File: config.mk
export PLATFORM = sky130hd
export DESIGN_NAME = dsp_top
export DESIGN_NICKNAME = d
export VERILOG_FILES = /design/src/verilog/dsp_pkg.sv /design/src/verilog/dsp_top.sv
export SDC_FILE = /design/constraint.sdc
export NUM_CORES = 1
export LEC_CHECK = 0
export ABC_AREA = 1
export BUFFER_PORTS_ARGS = -buffer_cell sky130_fd_sc_hd__buf_4
export CAP_MARGIN = 5
export CORE_UTILIZATION = 60
export DETAILED_ROUTE_END_ITERATION = 8
export PLACE_DENSITY = 0.78
export SLEW_MARGIN = 20
export SYNTH_ARGS = -nofsm -noshare
export SYNTH_HDL_FRONTEND = slang
export SYNTH_SLANG_ARGS = --single-unit
File: constraint.sdc
create_clock -name mclk -period 2.32 [get_ports mclk]
set_input_delay 0 -clock mclk [delete_from_list [all_inputs] [get_ports mclk]]
set_output_delay 0 -clock mclk [all_outputs]
set_load 0.005 [all_outputs]
File: src/verilog/dsp_pkg.sv
package dsp_pkg;
  // register offsets on the plain register port
  localparam logic [7:0] DSP_OFS_P2_CTL = 8'h8e;
  localparam logic [7:0] DSP_OFS_P2_BUF = 8'h8f;
  localparam logic [7:0] DSP_OFS_P1_CTL = 8'h98;
  localparam logic [7:0] DSP_OFS_P1_BUF = 8'h99;
  localparam logic [7:0] DSP_OFS_IRQ_STAT = 8'hc0;
  localparam logic [7:0] DSP_OFS_IRQ_CLR = 8'hc1;
  localparam logic [7:0] DSP_OFS_IRQ_EN = 8'hc2;
  localparam logic [7:0] DSP_OFS_P1_DIV = 8'hc3;
  localparam logic [7:0] DSP_OFS_P2_DIV = 8'hc4;
  localparam logic [7:0] DSP_OFS_CFG = 8'hc5;

  // control register field positions (both ports share the low nibble)
  localparam int DSP_F_MODE_HI = 7;
  localparam int DSP_F_MODE_LO = 6;
  localparam int DSP_F_FILT = 5;
  localparam int DSP_F_REN = 4;
  localparam int DSP_F_TB = 3;
  localparam int DSP_F_RB = 2;
  localparam int DSP_F_TI = 1;
  localparam int DSP_F_RI = 0;
  localparam int DSP_F_CFG_DIV32 = 0;

  // interrupt status bit positions
  localparam int DSP_IRQ_TX1 = 0;
  localparam int DSP_IRQ_RX1 = 1;
  localparam int DSP_IRQ_TX2 = 2;
  localparam int DSP_IRQ_RX2 = 3;
  localparam int DSP_IRQ_W = 4;

  // reset values
  localparam logic [7:0] DSP_CTL_RST = 8'h00;
  localparam logic [7:0] DSP_DIV_RST = 8'h0f;
  localparam logic [7:0] DSP_CFG_RST = 8'h00;
  localparam logic [3:0] DSP_IRQ_RST = 4'h0;

  // timing: 16 samples per framed bit, fixed rate is sysclk / 32 or / 64
  localparam int DSP_OVS = 16;
  localparam int DSP_FIX_DIV32 = 32;
  localparam int DSP_FIX_DIV64 = 64;
  localparam logic [7:0] DSP_RLD32 = 8'(DSP_FIX_DIV32 / DSP_OVS - 1);
  localparam logic [7:0] DSP_RLD64 = 8'(DSP_FIX_DIV64 / DSP_OVS - 1);
  localparam logic [3:0] DSP_SUB_LAST = 4'(DSP_OVS - 1);
  localparam logic [3:0] DSP_SUB_MID = 4'(DSP_OVS / 2 - 1);
  localparam logic [3:0] DSP_SH_LAST = 4'h1;

  // frame lengths in bit times
  localparam logic [3:0] DSP_LEN_SHIFT = 4'h8;
  localparam logic [3:0] DSP_LEN_8 = 4'ha;
  localparam logic [3:0] DSP_LEN_9 = 4'hb;

  typedef enum logic [1:0] {
    DSP_MODE_SHIFT = 2'b00,
    DSP_MODE_8V = 2'b01,
    DSP_MODE_9F = 2'b10,
    DSP_MODE_9V = 2'b11
  } dsp_mode_e;

  typedef enum logic [1:0] {
    DSP_RX_IDLE = 2'b00,
    DSP_RX_RUN = 2'b01
  } dsp_rxst_e;

  // per-port settings handed to an engine
  typedef struct packed {
    dsp_mode_e mode;
    logic filt;
    logic rx_allow;
    logic tx_ninth;
    logic rx_arm;
    logic [7:0] div;
  } dsp_cfg_s;

  // received word with its ninth bit
  typedef struct packed {
    logic [7:0] data;
    logic ninth;
  } dsp_rxw_s;
endpackage

File: src/verilog/dsp_top.sv
// Chosen here: the strobed register port.
`timescale 1ns/1ps
// Behaviour
// RQ1: mode 00 is shift register at half clock
// RQ2: mode 01 is 8-bit frames, programmable rate
// RQ3: mode 10 is 9-bit, clock over 32/64
// RQ4: mode 11 is 9-bit frames, programmable rate
// RQ5: address filter bit gates receive completion
// RQ6: 9-bit filtered: ninth bit 0 gives no flag
// RQ7: 8-bit filtered: flag only with valid stop
// RQ8: software keeps filter clear in shift mode
// RQ9: buffer address splits transmit and receive storage
// RQ10: second port bit picks 8 or 9-bit
// RQ11: reception enable bit blocks or allows receive
// RQ12: transmit flag set at stop start, software clears
// RQ13: receive flag set at stop sample, software clears
// RQ14: ninth bit sent and received bit captured
// RQ15: buffer write starts a frame

// one serial engine: transmitter, receiver and its own rate divider
module dsp_sio (
  input wire logic mclk,
  input wire logic rst_b,
  input dsp_pkg::dsp_cfg_s cfg,
  input wire logic tx_start,
  input wire logic [7:0] tx_data,
  input wire logic rx_i,
  output logic tx_done,
  output logic rx_done,
  output dsp_pkg::dsp_rxw_s rxw,
  output logic ser_o,
  output logic dat_o,
  output logic dat_oe
);
  // mode decode
  wire logic m_shift = (cfg.mode == dsp_pkg::DSP_MODE_SHIFT);
  wire logic m_nine = cfg.mode[1];
  wire logic [3:0] f_len = m_shift ? dsp_pkg::DSP_LEN_SHIFT :
                           (m_nine ? dsp_pkg::DSP_LEN_9 : dsp_pkg::DSP_LEN_8);

  // rate divider: one oversample tick every div+1 clocks
  logic [7:0] div_q;
  wire logic tick = (div_q == 8'h00);
  // count down and reload from the selected divisor
  always_ff @(posedge mclk or negedge rst_b) begin
    if (!rst_b) div_q <= 8'h00;
    else div_q <= tick ? cfg.div : div_q - 8'h01;
  end

  // shift mode steps every clock so a bit lasts two clocks
  wire logic step = m_shift | tick; // [RQ1]
  wire logic [3:0] sub_end = m_shift ? dsp_pkg::DSP_SH_LAST : dsp_pkg::DSP_SUB_LAST;
  wire logic [3:0] sub_smp = m_shift ? dsp_pkg::DSP_SH_LAST : dsp_pkg::DSP_SUB_MID;

  // ---------------- transmitter ----------------
  logic tx_busy_q;
  logic [10:0] tx_sh_q; // idles all ones so the line rests high
  logic [3:0] tx_left_q; // bit times still to send
  logic [3:0] tx_sub_q;
  wire logic tx_bend = tx_busy_q & step & (tx_sub_q == sub_end);
  // frame image, least significant bit leaves first
  wire logic [10:0] tx_img = m_shift ? {3'b111, tx_data} :
                             m_nine ? {1'b1, cfg.tx_ninth, tx_data, 1'b0} : // [RQ14]
                             {2'b11, tx_data, 1'b0};
  // a start while busy is dropped; the frame in flight is kept whole
  wire logic tx_go = tx_start & ~tx_busy_q; // [RQ15]

  // transmit shifter and bit counter
  always_ff @(posedge mclk or negedge rst_b) begin
    if (!rst_b) begin
      tx_busy_q <= 1'b0;
      tx_sh_q <= 11'h7ff;
      tx_left_q <= 4'h0;
      tx_sub_q <= 4'h0;
    end else if (tx_go) begin
      tx_busy_q <= 1'b1;
      tx_sh_q <= tx_img;
      tx_left_q <= f_len;
      tx_sub_q <= 4'h0;
    end else if (tx_bend) begin
      tx_sh_q <= {1'b1, tx_sh_q[10:1]};
      tx_left_q <= tx_left_q - 4'h1;
      tx_sub_q <= 4'h0;
      if (tx_left_q == 4'h1) tx_busy_q <= 1'b0;
    end else if (tx_busy_q & step) begin
      tx_sub_q <= tx_sub_q + 4'h1;
    end
  end

  // framed: flag as the stop bit begins; shift: after the last bit
  assign tx_done = tx_bend & (m_shift ? (tx_left_q == 4'h1) : (tx_left_q == 4'h2)); // [RQ12]

  // ---------------- receiver ----------------
  dsp_pkg::dsp_rxst_e rx_st_q;
  logic [8:0] rx_sh_q; // bits enter at the top
  logic [3:0] rx_idx_q; // index of the bit being timed
  logic [3:0] rx_sub_q;
  logic rx_prev_q; // line level one clock ago
  dsp_pkg::dsp_rxw_s rxw_q;

  wire logic rx_run = (rx_st_q == dsp_pkg::DSP_RX_RUN);
  wire logic rx_fall = rx_prev_q & ~rx_i;
  // framed start needs enable and a falling edge; shift start needs arm
  wire logic rx_go_f = ~rx_run & ~m_shift & cfg.rx_allow & rx_fall; // [RQ11]
  // shift reception waits for the transmitter since they share the clock pin
  wire logic rx_go_s = ~rx_run & m_shift & cfg.rx_arm & ~tx_busy_q & ~tx_start; // [RQ11]
  wire logic rx_smp = rx_run & step & (rx_sub_q == sub_smp);
  wire logic rx_bend = rx_run & step & (rx_sub_q == sub_end);
  wire logic rx_last = (rx_idx_q == f_len - 4'h1);
  wire logic rx_badst = rx_smp & ~m_shift & (rx_idx_q == 4'h0) & rx_i;
  wire logic rx_shin = rx_smp & (m_shift | ((rx_idx_q != 4'h0) & ~rx_last));
  wire logic rx_fin = rx_smp & rx_last;

  // filtering: 9-bit needs ninth bit 1, 8-bit needs a good stop bit
  wire logic ok_nine = ~cfg.filt | rx_sh_q[8]; // [RQ5] [RQ6]
  wire logic ok_eight = ~cfg.filt | rx_i; // [RQ7]
  // shift mode ignores the filter bit; software keeps it clear there
  wire logic rx_ok = m_shift | (m_nine ? ok_nine : ok_eight); // [RQ8]
  // shifting in at the top leaves eight-bit data one place high
  wire logic [7:0] rx_word = m_nine ? rx_sh_q[7:0] :
                             (m_shift ? {rx_i, rx_sh_q[8:2]} : rx_sh_q[8:1]);
  // ninth bit in 9-bit modes, stop bit in the 8-bit mode
  wire logic rx_nin = m_nine ? rx_sh_q[8] : rx_i; // [RQ14]

  // receive sequencer
  always_ff @(posedge mclk or negedge rst_b) begin
    if (!rst_b) begin
      rx_st_q <= dsp_pkg::DSP_RX_IDLE;
      rx_sh_q <= 9'h000;
      rx_idx_q <= 4'h0;
      rx_sub_q <= 4'h0;
    end else if (rx_go_f | rx_go_s) begin
      rx_st_q <= dsp_pkg::DSP_RX_RUN;
      rx_idx_q <= 4'h0;
      rx_sub_q <= 4'h0;
    end else if (rx_badst | rx_fin) begin
      // false start or frame complete: back to hunting
      rx_st_q <= dsp_pkg::DSP_RX_IDLE;
    end else if (rx_run & step) begin
      if (rx_shin) rx_sh_q <= {rx_i, rx_sh_q[8:1]};
      if (rx_bend) begin
        rx_idx_q <= rx_idx_q + 4'h1;
        rx_sub_q <= 4'h0;
      end else begin
        rx_sub_q <= rx_sub_q + 4'h1;
      end
    end
  end

  // line history for start edge detection
  always_ff @(posedge mclk or negedge rst_b) begin
    if (!rst_b) rx_prev_q <= 1'b1;
    else rx_prev_q <= rx_i;
  end

  // received word only replaced by an accepted frame
  always_ff @(posedge mclk or negedge rst_b) begin
    if (!rst_b) rxw_q <= '0;
    else if (rx_fin & rx_ok) rxw_q <= '{data: rx_word, ninth: rx_nin};
  end

  assign rx_done = rx_fin & rx_ok; // [RQ13]
  assign rxw = rxw_q;

  // ---------------- pins ----------------
  // shift mode: clock low in first half of each bit, data sampled on rise
  logic sclk_q;
  wire logic sh_busy = tx_busy_q | (rx_run & m_shift);
  wire logic [3:0] sh_sub = tx_busy_q ? tx_sub_q : rx_sub_q;
  wire logic sclk_d = ~sh_busy | (sh_sub == dsp_pkg::DSP_SH_LAST);
  logic dat_q; // shift data, delayed to line up with the clock
  logic oe_q; // drive enable, delayed with the data
  // registered so the shift clock has no decode glitches; data and enable
  // take the same delay, so data moves as the clock falls, never as it rises
  always_ff @(posedge mclk or negedge rst_b) begin
    if (!rst_b) begin
      sclk_q <= 1'b1;
      dat_q <= 1'b1;
      oe_q <= 1'b0;
    end else begin
      sclk_q <= sclk_d;
      dat_q <= tx_sh_q[0];
      oe_q <= m_shift & tx_busy_q;
    end
  end

  assign ser_o = m_shift ? sclk_q : tx_sh_q[0]; // [RQ1] [RQ2]
  assign dat_o = dat_q; // [RQ1]
  assign dat_oe = oe_q;
endmodule

// register file, flags and interrupt for both serial ports
module dsp_top (
  input wire logic mclk,
  input wire logic rst_b,
  input wire logic [7:0] reg_addr,
  input wire logic [7:0] reg_wdata,
  input wire logic reg_wr,
  input wire logic reg_rd,
  output logic [7:0] reg_rdata,
  output logic irq,
  input wire logic p1_rxd_i,
  output logic p1_rxd_o,
  output logic p1_rxd_oe,
  output logic p1_txd,
  input wire logic p2_rxd_i,
  output logic p2_txd
);
  // address decode
  wire logic wr_p1c = reg_wr & (reg_addr == dsp_pkg::DSP_OFS_P1_CTL);
  wire logic wr_p1b = reg_wr & (reg_addr == dsp_pkg::DSP_OFS_P1_BUF);
  wire logic wr_p2c = reg_wr & (reg_addr == dsp_pkg::DSP_OFS_P2_CTL);
  wire logic wr_p2b = reg_wr & (reg_addr == dsp_pkg::DSP_OFS_P2_BUF);
  wire logic wr_clr = reg_wr & (reg_addr == dsp_pkg::DSP_OFS_IRQ_CLR);
  wire logic wr_ien = reg_wr & (reg_addr == dsp_pkg::DSP_OFS_IRQ_EN);
  wire logic wr_d1 = reg_wr & (reg_addr == dsp_pkg::DSP_OFS_P1_DIV);
  wire logic wr_d2 = reg_wr & (reg_addr == dsp_pkg::DSP_OFS_P2_DIV);
  wire logic wr_cfg = reg_wr & (reg_addr == dsp_pkg::DSP_OFS_CFG);

  // software state
  logic [7:0] p1c_q; // port1_control
  logic [7:0] p2c_q; // port2_control, bits 6:5 unused
  logic [7:0] d1_q; // port 1 bit-rate divisor
  logic [7:0] d2_q; // port 2 bit-rate divisor
  logic [7:0] cfg_q; // bit 0 picks the /32 fixed rate
  logic [3:0] ist_q; // sticky interrupt status
  logic [3:0] ien_q; // interrupt enable
  logic [7:0] rdata_q;

  // engine hooks
  logic tx1_done, rx1_done, tx2_done, rx2_done;
  dsp_pkg::dsp_rxw_s rxw1, rxw2;
  dsp_pkg::dsp_cfg_s cfg1, cfg2;

  // fixed-rate mode bypasses the programmable divisor
  wire logic p1_fix = (p1c_q[7:6] == dsp_pkg::DSP_MODE_9F);
  wire logic [7:0] d1_eff = p1_fix ? (cfg_q[dsp_pkg::DSP_F_CFG_DIV32] ?
                            dsp_pkg::DSP_RLD32 : dsp_pkg::DSP_RLD64) : d1_q; // [RQ3]

  // port 1 settings: all four modes
  assign cfg1 = '{mode: dsp_pkg::dsp_mode_e'(p1c_q[7:6]), // [RQ1] [RQ2] [RQ3] [RQ4]
                  filt: p1c_q[dsp_pkg::DSP_F_FILT],
                  rx_allow: p1c_q[dsp_pkg::DSP_F_REN],
                  tx_ninth: p1c_q[dsp_pkg::DSP_F_TB],
                  rx_arm: p1c_q[dsp_pkg::DSP_F_REN] & ~p1c_q[dsp_pkg::DSP_F_RI],
                  div: d1_eff};
  // port 2 settings: only the two programmable-rate modes exist
  assign cfg2 = '{mode: p2c_q[7] ? dsp_pkg::DSP_MODE_9V : dsp_pkg::DSP_MODE_8V, // [RQ10]
                  filt: 1'b0,
                  rx_allow: p2c_q[dsp_pkg::DSP_F_REN],
                  tx_ninth: p2c_q[dsp_pkg::DSP_F_TB],
                  rx_arm: 1'b0,
                  div: d2_q};

  // two identical engines; writes feed transmit, reads see receive
  dsp_sio u_p1 (
    .mclk(mclk),
    .rst_b(rst_b),
    .cfg(cfg1),
    .tx_start(wr_p1b), // [RQ9] [RQ15]
    .tx_data(reg_wdata),
    .rx_i(p1_rxd_i),
    .tx_done(tx1_done),
    .rx_done(rx1_done),
    .rxw(rxw1),
    .ser_o(p1_txd),
    .dat_o(p1_rxd_o),
    .dat_oe(p1_rxd_oe)
  );

  dsp_sio u_p2 (
    .mclk(mclk),
    .rst_b(rst_b),
    .cfg(cfg2),
    .tx_start(wr_p2b), // [RQ9] [RQ15]
    .tx_data(reg_wdata),
    .rx_i(p2_rxd_i),
    .tx_done(tx2_done),
    .rx_done(rx2_done),
    .rxw(rxw2),
    .ser_o(p2_txd),
    .dat_o(),
    .dat_oe()
  );

  // engines latch the word with the flag, so the ninth bit follows a clock later
  logic rx1_lat_q; // port 1 accepted a frame last clock
  logic rx2_lat_q; // port 2 accepted a frame last clock
  // control registers; hardware set beats a software write in the same cycle
  wire logic [7:0] p1c_w = wr_p1c ? reg_wdata : p1c_q;
  wire logic [7:0] p2c_w = wr_p2c ? {reg_wdata[7], 2'b00, reg_wdata[4:0]} : p2c_q;
  wire logic [7:0] p1c_d = {p1c_w[7:3],
                            rx1_lat_q ? rxw1.ninth : p1c_w[2], // [RQ14]
                            p1c_w[1] | tx1_done, // [RQ12]
                            p1c_w[0] | rx1_done}; // [RQ13]
  wire logic [7:0] p2c_d = {p2c_w[7:3],
                            rx2_lat_q ? rxw2.ninth : p2c_w[2], // [RQ14]
                            p2c_w[1] | tx2_done, // [RQ12]
                            p2c_w[0] | rx2_done}; // [RQ13]

  // control register storage
  always_ff @(posedge mclk or negedge rst_b) begin
    if (!rst_b) begin
      p1c_q <= dsp_pkg::DSP_CTL_RST;
      p2c_q <= dsp_pkg::DSP_CTL_RST;
      rx1_lat_q <= 1'b0;
      rx2_lat_q <= 1'b0;
    end else begin
      p1c_q <= p1c_d;
      p2c_q <= p2c_d;
      rx1_lat_q <= rx1_done;
      rx2_lat_q <= rx2_done;
    end
  end

  // divisors and option register
  always_ff @(posedge mclk or negedge rst_b) begin
    if (!rst_b) begin
      d1_q <= dsp_pkg::DSP_DIV_RST;
      d2_q <= dsp_pkg::DSP_DIV_RST;
      cfg_q <= dsp_pkg::DSP_CFG_RST;
    end else begin
      if (wr_d1) d1_q <= reg_wdata;
      if (wr_d2) d2_q <= reg_wdata;
      if (wr_cfg) cfg_q <= reg_wdata;
    end
  end

  // interrupt events; set wins over a clear in the same cycle
  wire logic [3:0] ev = {rx2_done, tx2_done, rx1_done, tx1_done};
  wire logic [3:0] ist_d = (ist_q & ~(wr_clr ? reg_wdata[3:0] : 4'h0)) | ev;
  always_ff @(posedge mclk or negedge rst_b) begin
    if (!rst_b) begin
      ist_q <= dsp_pkg::DSP_IRQ_RST;
      ien_q <= dsp_pkg::DSP_IRQ_RST;
    end else begin
      ist_q <= ist_d;
      if (wr_ien) ien_q <= reg_wdata[3:0];
    end
  end
  assign irq = |(ist_q & ien_q);

  // read mux; unmapped and write-only addresses read zero
  logic [7:0] rd_mux;
  always_comb begin
    rd_mux = 8'h00;
    unique case (reg_addr)
      dsp_pkg::DSP_OFS_P1_CTL: rd_mux = p1c_q;
      dsp_pkg::DSP_OFS_P1_BUF: rd_mux = rxw1.data; // [RQ9]
      dsp_pkg::DSP_OFS_P2_CTL: rd_mux = p2c_q;
      dsp_pkg::DSP_OFS_P2_BUF: rd_mux = rxw2.data; // [RQ9]
      dsp_pkg::DSP_OFS_IRQ_STAT: rd_mux = {4'h0, ist_q};
      dsp_pkg::DSP_OFS_IRQ_EN: rd_mux = {4'h0, ien_q};
      dsp_pkg::DSP_OFS_P1_DIV: rd_mux = d1_q;
      dsp_pkg::DSP_OFS_P2_DIV: rd_mux = d2_q;
      dsp_pkg::DSP_OFS_CFG: rd_mux = cfg_q;
      default: rd_mux = 8'h00;
    endcase
  end

  // read data stands only in the cycle after the strobe
  always_ff @(posedge mclk or negedge rst_b) begin
    if (!rst_b) rdata_q <= 8'h00;
    else rdata_q <= reg_rd ? rd_mux : 8'h00;
  end
  assign reg_rdata = rdata_q;
endmodule

==> results of run 1 <==
[worst paths after layout]
kind,endpoint,slack (ns),from,cells after the start
worst max-delay path,u_p1.div_q[0],0.26,u_p1.div_q[2],8
worst min-delay path,reg_rdata[6],0.12,reg_addr[0],5
worst max register to register,u_p1.div_q[0],0.26,u_p1.div_q[2],8
worst min register to register,u_p1.dat_o,0.37,u_p1.tx_sh_q[0],0
max in group asynchronous,u_p1.rx_prev_q,1.41,rst_b,3
min in group asynchronous,u_p2.div_q[5],0.13,rst_b,2
[state kept, by name, indices dropped and copies added, names as in the netlist, 9 cells and up]
signal / flops
u_p1.rxw: 9
u_p1.tx_sh_q: 10
u_p2.tx_sh_q: 10
u_p2.rx_sh_q: 9
u_p2.rxw: 9
u_p1.rx_sh_q: 9
[power by group]
part | internal (mW) | switching (mW)
Clock | 1.81 | 1.17
Combinational | 0.484 | 0.782
Sequential | 3.28 | 0.277
[Yosys cell counts, drive strengths merged, types with 9 or more instances]
master | count | area [sq um]
dfstp | 32 | 841
nand4 | 14 | 93.8
nand2 | 338 | 1300
nor3 | 19 | 149
dfrtp | 137 | 3430
clkbuf | 9 | 35.0
o211ai | 11 | 82.6
nor2 | 91 | 392
inv | 124 | 465
a21oi | 27 | 135
ha | 18 | 225
nand3 | 62 | 343
o21ai | 151 | 831
buf | 15 | 108
[layer usage]
metal / vias up / global-route usage
met5: - / 0
met4: 0 / 0.105
met3: 39 / 0.0725
met2: 256 / 0.446
met1: 3505 / 0.420
li1: 3650 / -
[repair_timing]
item | CTS | global route
hold buffers | 13 | 0
setup endpoints to repair | 0 | 1
endpoints found under the hold margin | 94 | 0
gates resized for setup | 0 | 1
[worst min-delay path, delay by kind of cell]
family	cells	cell delay [ns]
compound gates	1	0.10
buf+inv	1	0.12
simple gates	3	0.29
[cell type report]
| type | instances | area, sq um |
|---|---|---|
| clock buffer | 22 | 484 |
| clock inverter | 10 | 141 |
| fill | 1109 | 4100 |
| inverter | 125 | 470 |
| multi-input combinational | 771 | 3880 |
| sequential | 169 | 4270 |
| tap | 180 | 225 |
| timing repair buffer | 55 | 474 |
[cell families after synthesis]
logic type	Yosys count	share of synthesized area
and+or+nand+nor	530	0.265
buffers and inverters	149	0.0700
adders and majority gates	18	0.0257
AOI/OAI and AO/OA	211	0.140
xor gates and xnor gates	12	0.0120
DFF	169	0.487
==> flow_summary.json, run 1 <==
{
  "fmax_ghz": 0.485,
  "cp_common_cell": "nor2_1",
  "arrival_ns": 2.38,
  "dp_slack_ns": 0.265,
  "grt_usage": 0.297,
  "grt-ovfl-total": 0,
  "maxSlewHeadroom": 0.604,
  "post_cts_buffers": 0,
  "hpwl_um": 14700,
  "grt_max_degree": 66,
  "synth_edf_count": 0,
  "area_growth_pct": 13.5,
  "ys_seq_area_frac": 0.487,
  "io_buffers": 34,
  "avgSynthCellArea_sq_um": 8.04,
  "place_area_sq_um": 9190,
  "worst_hold_slack_ns": 0.124,
  "wl_met1_um": 9400,
  "netlist_instances": 1089,
  "path_class": "reg2reg",
  "stdcell_count": 1332,
  "mostFrequentLayoutCells": "nand2_1 (326), dfrtp_1 (136), o21ai_0 (118)",
  "dr.max_layer_used": "met4",
  "finalPower_mw": 7.81,
  "fin_ws_ns": 0.259,
  "layout_commonest_cell": "nand2_1",
  "drcViolationCount": 0,
  "dieArea_sq_um": 15100,
  "syn_area_sq_um": 8760,
  "skew_ns": 0.00709,
  "power_density_nw_per_um2": 785,
  "vias_per_cell": 5.59,
  "synth_cell_types": 48,
  "wl_met3_um": 1550,
  "synth_seq_cells": 169,
  "final_area_sq_um": 9940,
  "num_vias": 7450,
  "yosys_warnings": 0,
  "crit_buf_inv": 2,
  "startpoint_type": "flop",
  "hold_violations": 0,
  "synth.net_count": 1129,
  "clockRootBuffer": "clkbuf_16",
  "grt_pass1_wl_um": 34100,
  "fin_crit_ns": 2.06,
  "worst_path_largest_cell_delay_ns": 0.43,
  "finalSetupViolCount": 0,
  "cts_buffers": 17,
  "numClockSinks": 169,
  "initial_core_util": 0.624,
  "htree_levels": 4,
  "synthFlopType": "dfrtp_1",
  "drt_iter0_drc": 678,
  "drv_cap": 0,
  "drt.antenna.violating_nets": 0,
  "crit_chain": "nor2_2 -> nand2_1 -> nor2_1 -> inv_1 -> nor2_1 -> inv_1 -> nor2_1 -> a21oi_1",
  "die_w_um": 123,
  "grt_pass1_vias": 6836,
  "cellLeakagePower_nw": 4.72,
  "fin_util": 0.708,
  "dr_wl_met2_um": 9310,
  "path_clk_slew_ns": 0.07,
  "cts_tree": "yes",
  "die_y_um": 123,
  "post_drt_wl_per_cell_um": 15.5,
  "std_cell_rows": 43,
  "crit_family": "simple AND/OR/NAND/NOR gates",
  "async_flop_share": 1.00,
  "crit_fanout": 7,
  "fin_nets": 1179,
  "io_pins": 35,
  "worstHoldPathType": "in2reg",
  "gp_congestion": 0.954,
  "rsz0062_at_grt": "no",
  "fin_crit_sh": 0.888,
  "diodes": 0,
  "cts_buffer_depth": 2,
  "place_inst": 1287,
  "status": "finished, final reports clean",
  "drive_gt1_frac": 0.151,
  "cp.required_ns": 2.63,
  "antenna_found_initial": 0,
  "worst_pin_slew_ns": 0.595,
  "totalWireLength_um": 20700,
  "tns_ns": 0,
  "cp-end-kind": "flop",
  "ir_worst_vdd_v": 0.000778,
  "drtPass1Iterations": 7,
  "slew_viol_final": 0,
  "core_area_sq_um": 14000,
  "critical-path-slowest-cell": "dfrtp_1",
  "clock_latency_ns": 0.43
}
No activity file was read; power rests on OpenSTA's default activity.
==> run 2, diff against run 1 <==
- CTS_BUF_LIST: not set -> sky130_fd_sc_hd__clkbuf_8
- CTS_CLUSTER_DIAMETER: not set -> 200
==> flow_summary.json, run 2 (synthesis results as in run 1) <==
{
  "status": "finished, final reports clean",
  "drcViolationCount": 0,
  "cp-end-kind": "flop",
  "gp_congestion": 0.954,
  "place_area_sq_um": 9190,
  "grt_usage": 0.294,
  "finalSetupViolCount": 0,
  "post_cts_buffers": 0,
  "num_vias": 7394,
  "area_growth_pct": 11.3,
  "grt_pass1_wl_um": 33700,
  "layout_commonest_cell": "nand2_1",
  "fin_util": 0.694,
  "htree_levels": 4,
  "finalPower_mw": 7.08,
  "grt-ovfl-total": 0,
  "totalWireLength_um": 20700,
  "place_inst": 1287,
  "p_sw_mw": 2.14,
  "startpoint_type": "flop",
  "worst_path_largest_cell_delay_ns": 0.43,
  "critical-path-slowest-cell": "dfrtp_1",
  "cts_buffers": 17,
  "hold_violations": 0,
  "io_pins": 35,
  "fin_crit_ns": 2.03,
  "internal_power_mw": 4.94,
  "worst_pin_slew_ns": 0.593,
  "path_clk_slew_ns": 0.09,
  "numClockSinks": 169,
  "dieArea_sq_um": 15100,
  "post_drt_wl_per_cell_um": 15.5,
  "grt_max_degree": 66,
  "drt_iter0_drc": 654,
  "cts_buffer_depth": 2,
  "r2r_start": "u_p1.div_q[2]",
  "fin_crit_sh": 0.873,
  "path_class": "reg2reg",
  "crit_chain": "nor2_2 -> nand2_1 -> nor2_1 -> inv_1 -> nor2_1 -> inv_1 -> nor2_1 -> a21oi_1",
  "fillCellCount": 1130,
  "r2r-end": "u_p1.div_q[0]",
  "clockRootBuffer": "clkbuf_8",
  "multi_input_area_sq_um": 3880,
  "antenna_found_initial": 0,
  "cts_tree": "yes",
  "hpwl_um": 14700,
  "ir_worst_vdd_v": 0.000608,
  "fmax_ghz": 0.494,
  "pwr-share-clk": 0.320,
  "crit_family": "simple AND/OR/NAND/NOR gates",
  "stdcell_count": 1332,
  "maxSlewHeadroom": 0.605,
  "drtPass1Iterations": 5,
  "die_w_um": 123,
  "vias_per_cell": 5.55,
  "r2r_slack_ns": 0.29,
  "seq_area_sq_um": 4270,
  "grt_pass1_vias": 6735,
  "core_area_sq_um": 14000,
  "dp_slack_ns": 0.265,
  "mostFrequentLayoutCells": "nand2_1 (326), dfrtp_1 (136), o21ai_0 (118)",
  "tns_ns": 0,
  "whs_path_depth": 5,
  "fin_ws_ns": 0.295,
  "diodes": 0,
  "combPwrFrac": 0.178,
  "crit_buf_inv": 2,
  "p_seq_frac": 0.502,
  "skew_ns": 0.0107,
  "switching_share": 0.303,
  "rsz0062_at_grt": "no",
  "drt.antenna.violating_nets": 0,
  "drv_cap": 0,
  "crit_end": "u_p1.div_q[0]",
  "initial_core_util": 0.624,
  "drive_gt1_frac": 0.151,
  "final_area_sq_um": 9750,
  "cp.required_ns": 2.67,
  "die_y_um": 123,
  "std_cell_rows": 43,
  "crit_fanout": 7,
  "clock_latency_ns": 0.47,
  "cellLeakagePower_nw": 4.64,
  "critPathLaunch": "u_p1.div_q[2]",
  "io_buffers": 34,
  "largestRegisters": "u_p1.tx_sh_q (10), u_p2.tx_sh_q (10)",
  "slew_viol_final": 0,
  "power_density_nw_per_um2": 726,
  "arrival_ns": 2.37,
  "reg2reg_depth": 8,
  "cp_common_cell": "nor2_1",
  "worst_hold_slack_ns": 0.0885,
  "worstHoldPathType": "in2reg",
  "worst-path-stages": 8,
  "fin_nets": 1179
}
==> run 2: cell count changes in the layout (fill, tap and decap cells not counted), sizes merged <==
cell / previous run / this run
inv: 124 / 125
clkbuf: 22 / 21
==> run 2: worst reg2reg max path: stages, from the launching register on <==
cell and delay (ns):
dfrtp_1 0.43, nor2_2 0.19, nand2_1 0.19, nor2_1 0.31, inv_1 0.21, nor2_1 0.36, inv_1 0.08, nor2_1 0.09
a21oi_1 0.04
==> run 2: power by group through the flow <==
| stage | Combinational (mW) | Clock [mW] | Sequential [mW] |
|---|---|---|---|
| 4_1_cts | 1.26 | 2.30 | 3.55 |
| 5_1_grt | 1.45 | 2.42 | 3.59 |
| 6_report | 1.26 | 2.27 | 3.55 |
| 3_5_place_dp | 1.24 | 0 | 3.60 |
| 2_1_floorplan | 0.915 | 0 | 3.52 |
| 3_3_place_gp | 1.20 | 0 | 3.59 |
==> run 2: how the worst min path moves through the flow <==
stage,start,to,slack [ns]
after floorplan,rst_b,cfg_q[0],-0.30
after global placement,rst_b,u_p2.div_q[7],0.03
after detailed placement,rst_b,u_p2.div_q[7],0.04
after CTS,reg_addr[0],reg_rdata[6],0.06
after global routing,reg_addr[0],reg_rdata[6],0.12
final,reg_addr[0],reg_rdata[6],0.09
==> run 2: layout make-up <==
cell class / count / share of cell area
clock buffer: 21 / 0.0296
sequential: 169 / 0.438
multi-input combinational: 771 / 0.398
inverter: 125 / 0.0482
clock inverter: 11 / 0.0149
timing repair buffer: 55 / 0.0486
tap: 180 / 0.0231
==> run 2: per-layer routing <==
| metal | share of wire | global-route usage | vias up |
|---|---|---|---|
| met2 | 0.45 | 0.444 | 238 |
| met4 | 0.015 | 0.0892 | 0 |
| met3 | 0.067 | 0.0618 | 28 |
| met5 | 0 | 0 | - |
| li1 | - | - | 3646 |
| met1 | 0.47 | 0.424 | 3482 |
==> run 2: what timing repair did <==
item | 4_1_cts | 5_1_grt
setup endpoints to repair | 0 | 1
resized for setup | 0 | 1
hold endpoints to repair | 101 | 0
hold buffers | 13 | 0
==> run 3, diff against run 2 <==
- ABC_AREA: 1 -> not set
- SETUP_SLACK_MARGIN: not set -> 0.1
==> flow_summary.json, run 3 <==
{
  "status": "finished, final reports clean",
  "worst_path_largest_cell_delay_ns": 0.54,
  "syn_area_sq_um": 8640,
  "crit_fanout": 4,
  "muxShareOfSynthArea": 0.131,
  "yosysTopAreaCell": "dfrtp_1",
  "area_growth_pct": 14.6,
  "arrival_ns": 2.59,
  "antenna_found_initial": 0,
  "vias_per_cell": 6.11,
  "skew_ns": 0.00955,
  "num_vias": 6683,
  "hpwl_um": 14800,
  "worstHoldPathType": "in2reg",
  "synth_area_leaders": "dfrtp_1 (40%), dfstp_2 (9.7%), mux2_2 (8.3%)",
  "ir_worst_vdd_v": 0.000539,
  "maxSlewHeadroom": 0.427,
  "hp-start": "reg_addr[4]",
  "dieArea_sq_um": 14900,
  "crit_buf_inv": 1,
  "crit_chain": "inv_2 -> ha_4 -> or3b_4 -> nor4_4 -> o21bai_2 -> or4_4 -> nand2_1",
  "fmax_ghz": 0.456,
  "std_cell_rows": 43,
  "die_w_um": 122,
  "cellLeakagePower_nw": 4.39,
  "avgSynthCellArea_sq_um": 10.4,
  "clock_latency_ns": 0.45,
  "fin_nets": 942,
  "synth_adder_area_share": 0.0261,
  "crit_family": "simple AND/OR/NAND/NOR gates",
  "tns_ns": 0,
  "drtPass1Iterations": 6,
  "r2r_slack_ns": 0.13,
  "drcViolationCount": 0,
  "synthXorXnorAreaFrac": 0.0193,
  "path_clk_slew_ns": 0.08,
  "drt.antenna.violating_nets": 0,
  "grt_max_degree": 77,
  "clockRootBuffer": "clkbuf_8",
  "synth_cell_types": 67,
  "drive_gt1_frac": 0.257,
  "synth_top_area_share": 0.397,
  "startpoint_type": "flop",
  "path_class": "reg2reg",
  "r2r-end": "p1c_q[1]",
  "die_y_um": 122,
  "numClockSinks": 169,
  "whs_path_depth": 5,
  "io_buffers": 34,
  "power_density_nw_per_um2": 910,
  "hold_violations": 0,
  "finalSetupViolCount": 0,
  "rsz0062_at_grt": "yes",
  "reg2reg_depth": 7,
  "r2r_start": "u_p1.div_q[0]",
  "layout_commonest_cell": "dfrtp_1",
  "ys_seq_area_frac": 0.494,
  "synthFlopType": "dfrtp_1",
  "synth_top_family_by_area": "simple AND/OR/NAND/NOR gates",
  "grt_pass1_vias": 6451,
  "drt_iter0_drc": 638,
  "synth_compound_area_frac": 0.125,
  "synth_commonest_cells": "dfrtp_1 (137), nand2_1 (110), mux2_2 (64)",
  "yosysMostFrequentCell": "dfrtp_1",
  "stdcell_count": 1093,
  "yosys_warnings": 0,
  "fin_crit_ns": 2.19,
  "core_area_sq_um": 14000,
  "grt_pass1_wl_um": 33200,
  "worst_pin_slew_ns": 0.859,
  "synth_edf_count": 0,
  "cts_buffer_depth": 2,
  "largestRegisters": "u_p1.tx_sh_q (10), u_p2.tx_sh_q (10)",
  "io_pins": 35,
  "fin_crit_sh": 0.946,
  "slew_viol_final": 0,
  "hold_path_end": "reg_rdata[3]",
  "initial_core_util": 0.618,
  "cts_buffers": 17,
  "netlist_instances": 832,
  "drv_cap": 0,
  "worst-path-stages": 7,
  "worst_hold_slack_ns": 0.0716,
  "cts_tree": "yes",
  "critical-path-slowest-cell": "or4_4",
  "place_inst": 1044,
  "yosys.area_share.simple": 0.176,
  "cp-end-kind": "flop",
  "grt-ovfl-total": 0,
  "gp_congestion": 0.914,
  "mostFrequentLayoutCells": "dfrtp_1 (137), nand2_1 (109), buf_4 (75)",
  "synth_seq_cells": 169,
  "async_flop_share": 1.00,
  "cp.required_ns": 2.71,
  "htree_levels": 4,
  "diodes": 0,
  "synth.net_count": 872,
  "critPathLaunch": "u_p1.div_q[0]",
  "totalWireLength_um": 20900,
  "post_drt_wl_per_cell_um": 19.1,
  "grt_usage": 0.295
}
run 3: changes by cell type in the layout (fill, tap and decap cells not counted), moves of 8 or more:
cell     delta
nor2_1     -29
mux2i_1    +41
o21ai_1    -12
mux2_2     +64
a221o_1     +8
o21ai_0    -66
a31oi_1    +14
o21ai_2    -20
nand2_2    -10
nor2b_1    +11
inv_1      -93
buf_4      +36
nand2_1   -217
nand3_1    -28
run 3: report_power, final:
group          internal (mW)  leakage (nW)  total [mW]  switching [mW]
registers               3.70          2.02        4.41           0.715
clock network           1.02         0.200        2.04            1.03
logic                   1.25          2.17        2.56            1.30
run 3: through the flow:
stage | instance area (sq um) | utilization | setup slack (ns) | power, mW
2_1_floorplan | 8640 | - | 0.155 | 5.93
3_3_place_gp | 9280 | 0.664 | 0.0914 | 6.62
4_1_cts | 9820 | 0.702 | 0.128 | 8.90
5_1_grt | 9900 | 0.708 | 0.0385 | 9.57
3_5_place_dp | 9280 | 0.664 | 0.00953 | 6.81
6_report | 9900 | 0.708 | 0.125 | 9.01
run 3: worst max-delay path by stage:
stage | end
final | p1c_q[1]
after floorplan | u_p2.rx_sub_q[3]
after CTS | u_p1.rx_sh_q[2]
after global placement | u_p2.rx_sh_q[6]
after global routing | p1c_q[1]
after detailed placement | u_p2.rx_sh_q[0]
run 3: final cells by class:
type | count | area, sq um
clock buffers | 20 | 275
clock inverters | 10 | 105
fillers | 1026 | 4090
inverters | 25 | 93.8
multi-input cells | 597 | 4180
flip-flops and latches | 169 | 4270
well taps | 180 | 225
repair buffers | 92 | 756
run 3: cell families (layout without fill, tap and decap cells):
| group | Yosys count | count (layout) |
|---|---|---|
| AND/OR/NAND/NOR | 289 | 289 |
| flip-flops | 169 | 169 |
| AO/OA/AOI/OAI | 166 | 166 |
| multiplexers | 105 | 105 |
| buffers and inverters | 66 | 147 |
| XOR/XNOR | 19 | 19 |
| adder cells (fa/ha/maj) | 18 | 18 |
run 3: repair_timing:
action	in CTS	in global routing
endpoints found under the setup margin	24	35
resized for setup	5	14
setup buffers	1	5
endpoints found under the hold margin	135	0
pin swaps	2	4
hold buffers	13	0
run 3: tightest hold or removal path, cell delays in order:
cell,delay [ns]
buf_4,0.09
or3b_2,0.16
nor2_1,0.10
nand2_1,0.07
a21oi_1,0.06
run 3: routing by layer:
layer / up-vias / track usage / share of wire
met1: 3293 / 0.411 / 0.45
met4: 0 / 0.0941 / 0.021
met3: 37 / 0.0571 / 0.060
met5: - / 0 / 0
li1: 3140 / - / -
met2: 213 / 0.466 / 0.47
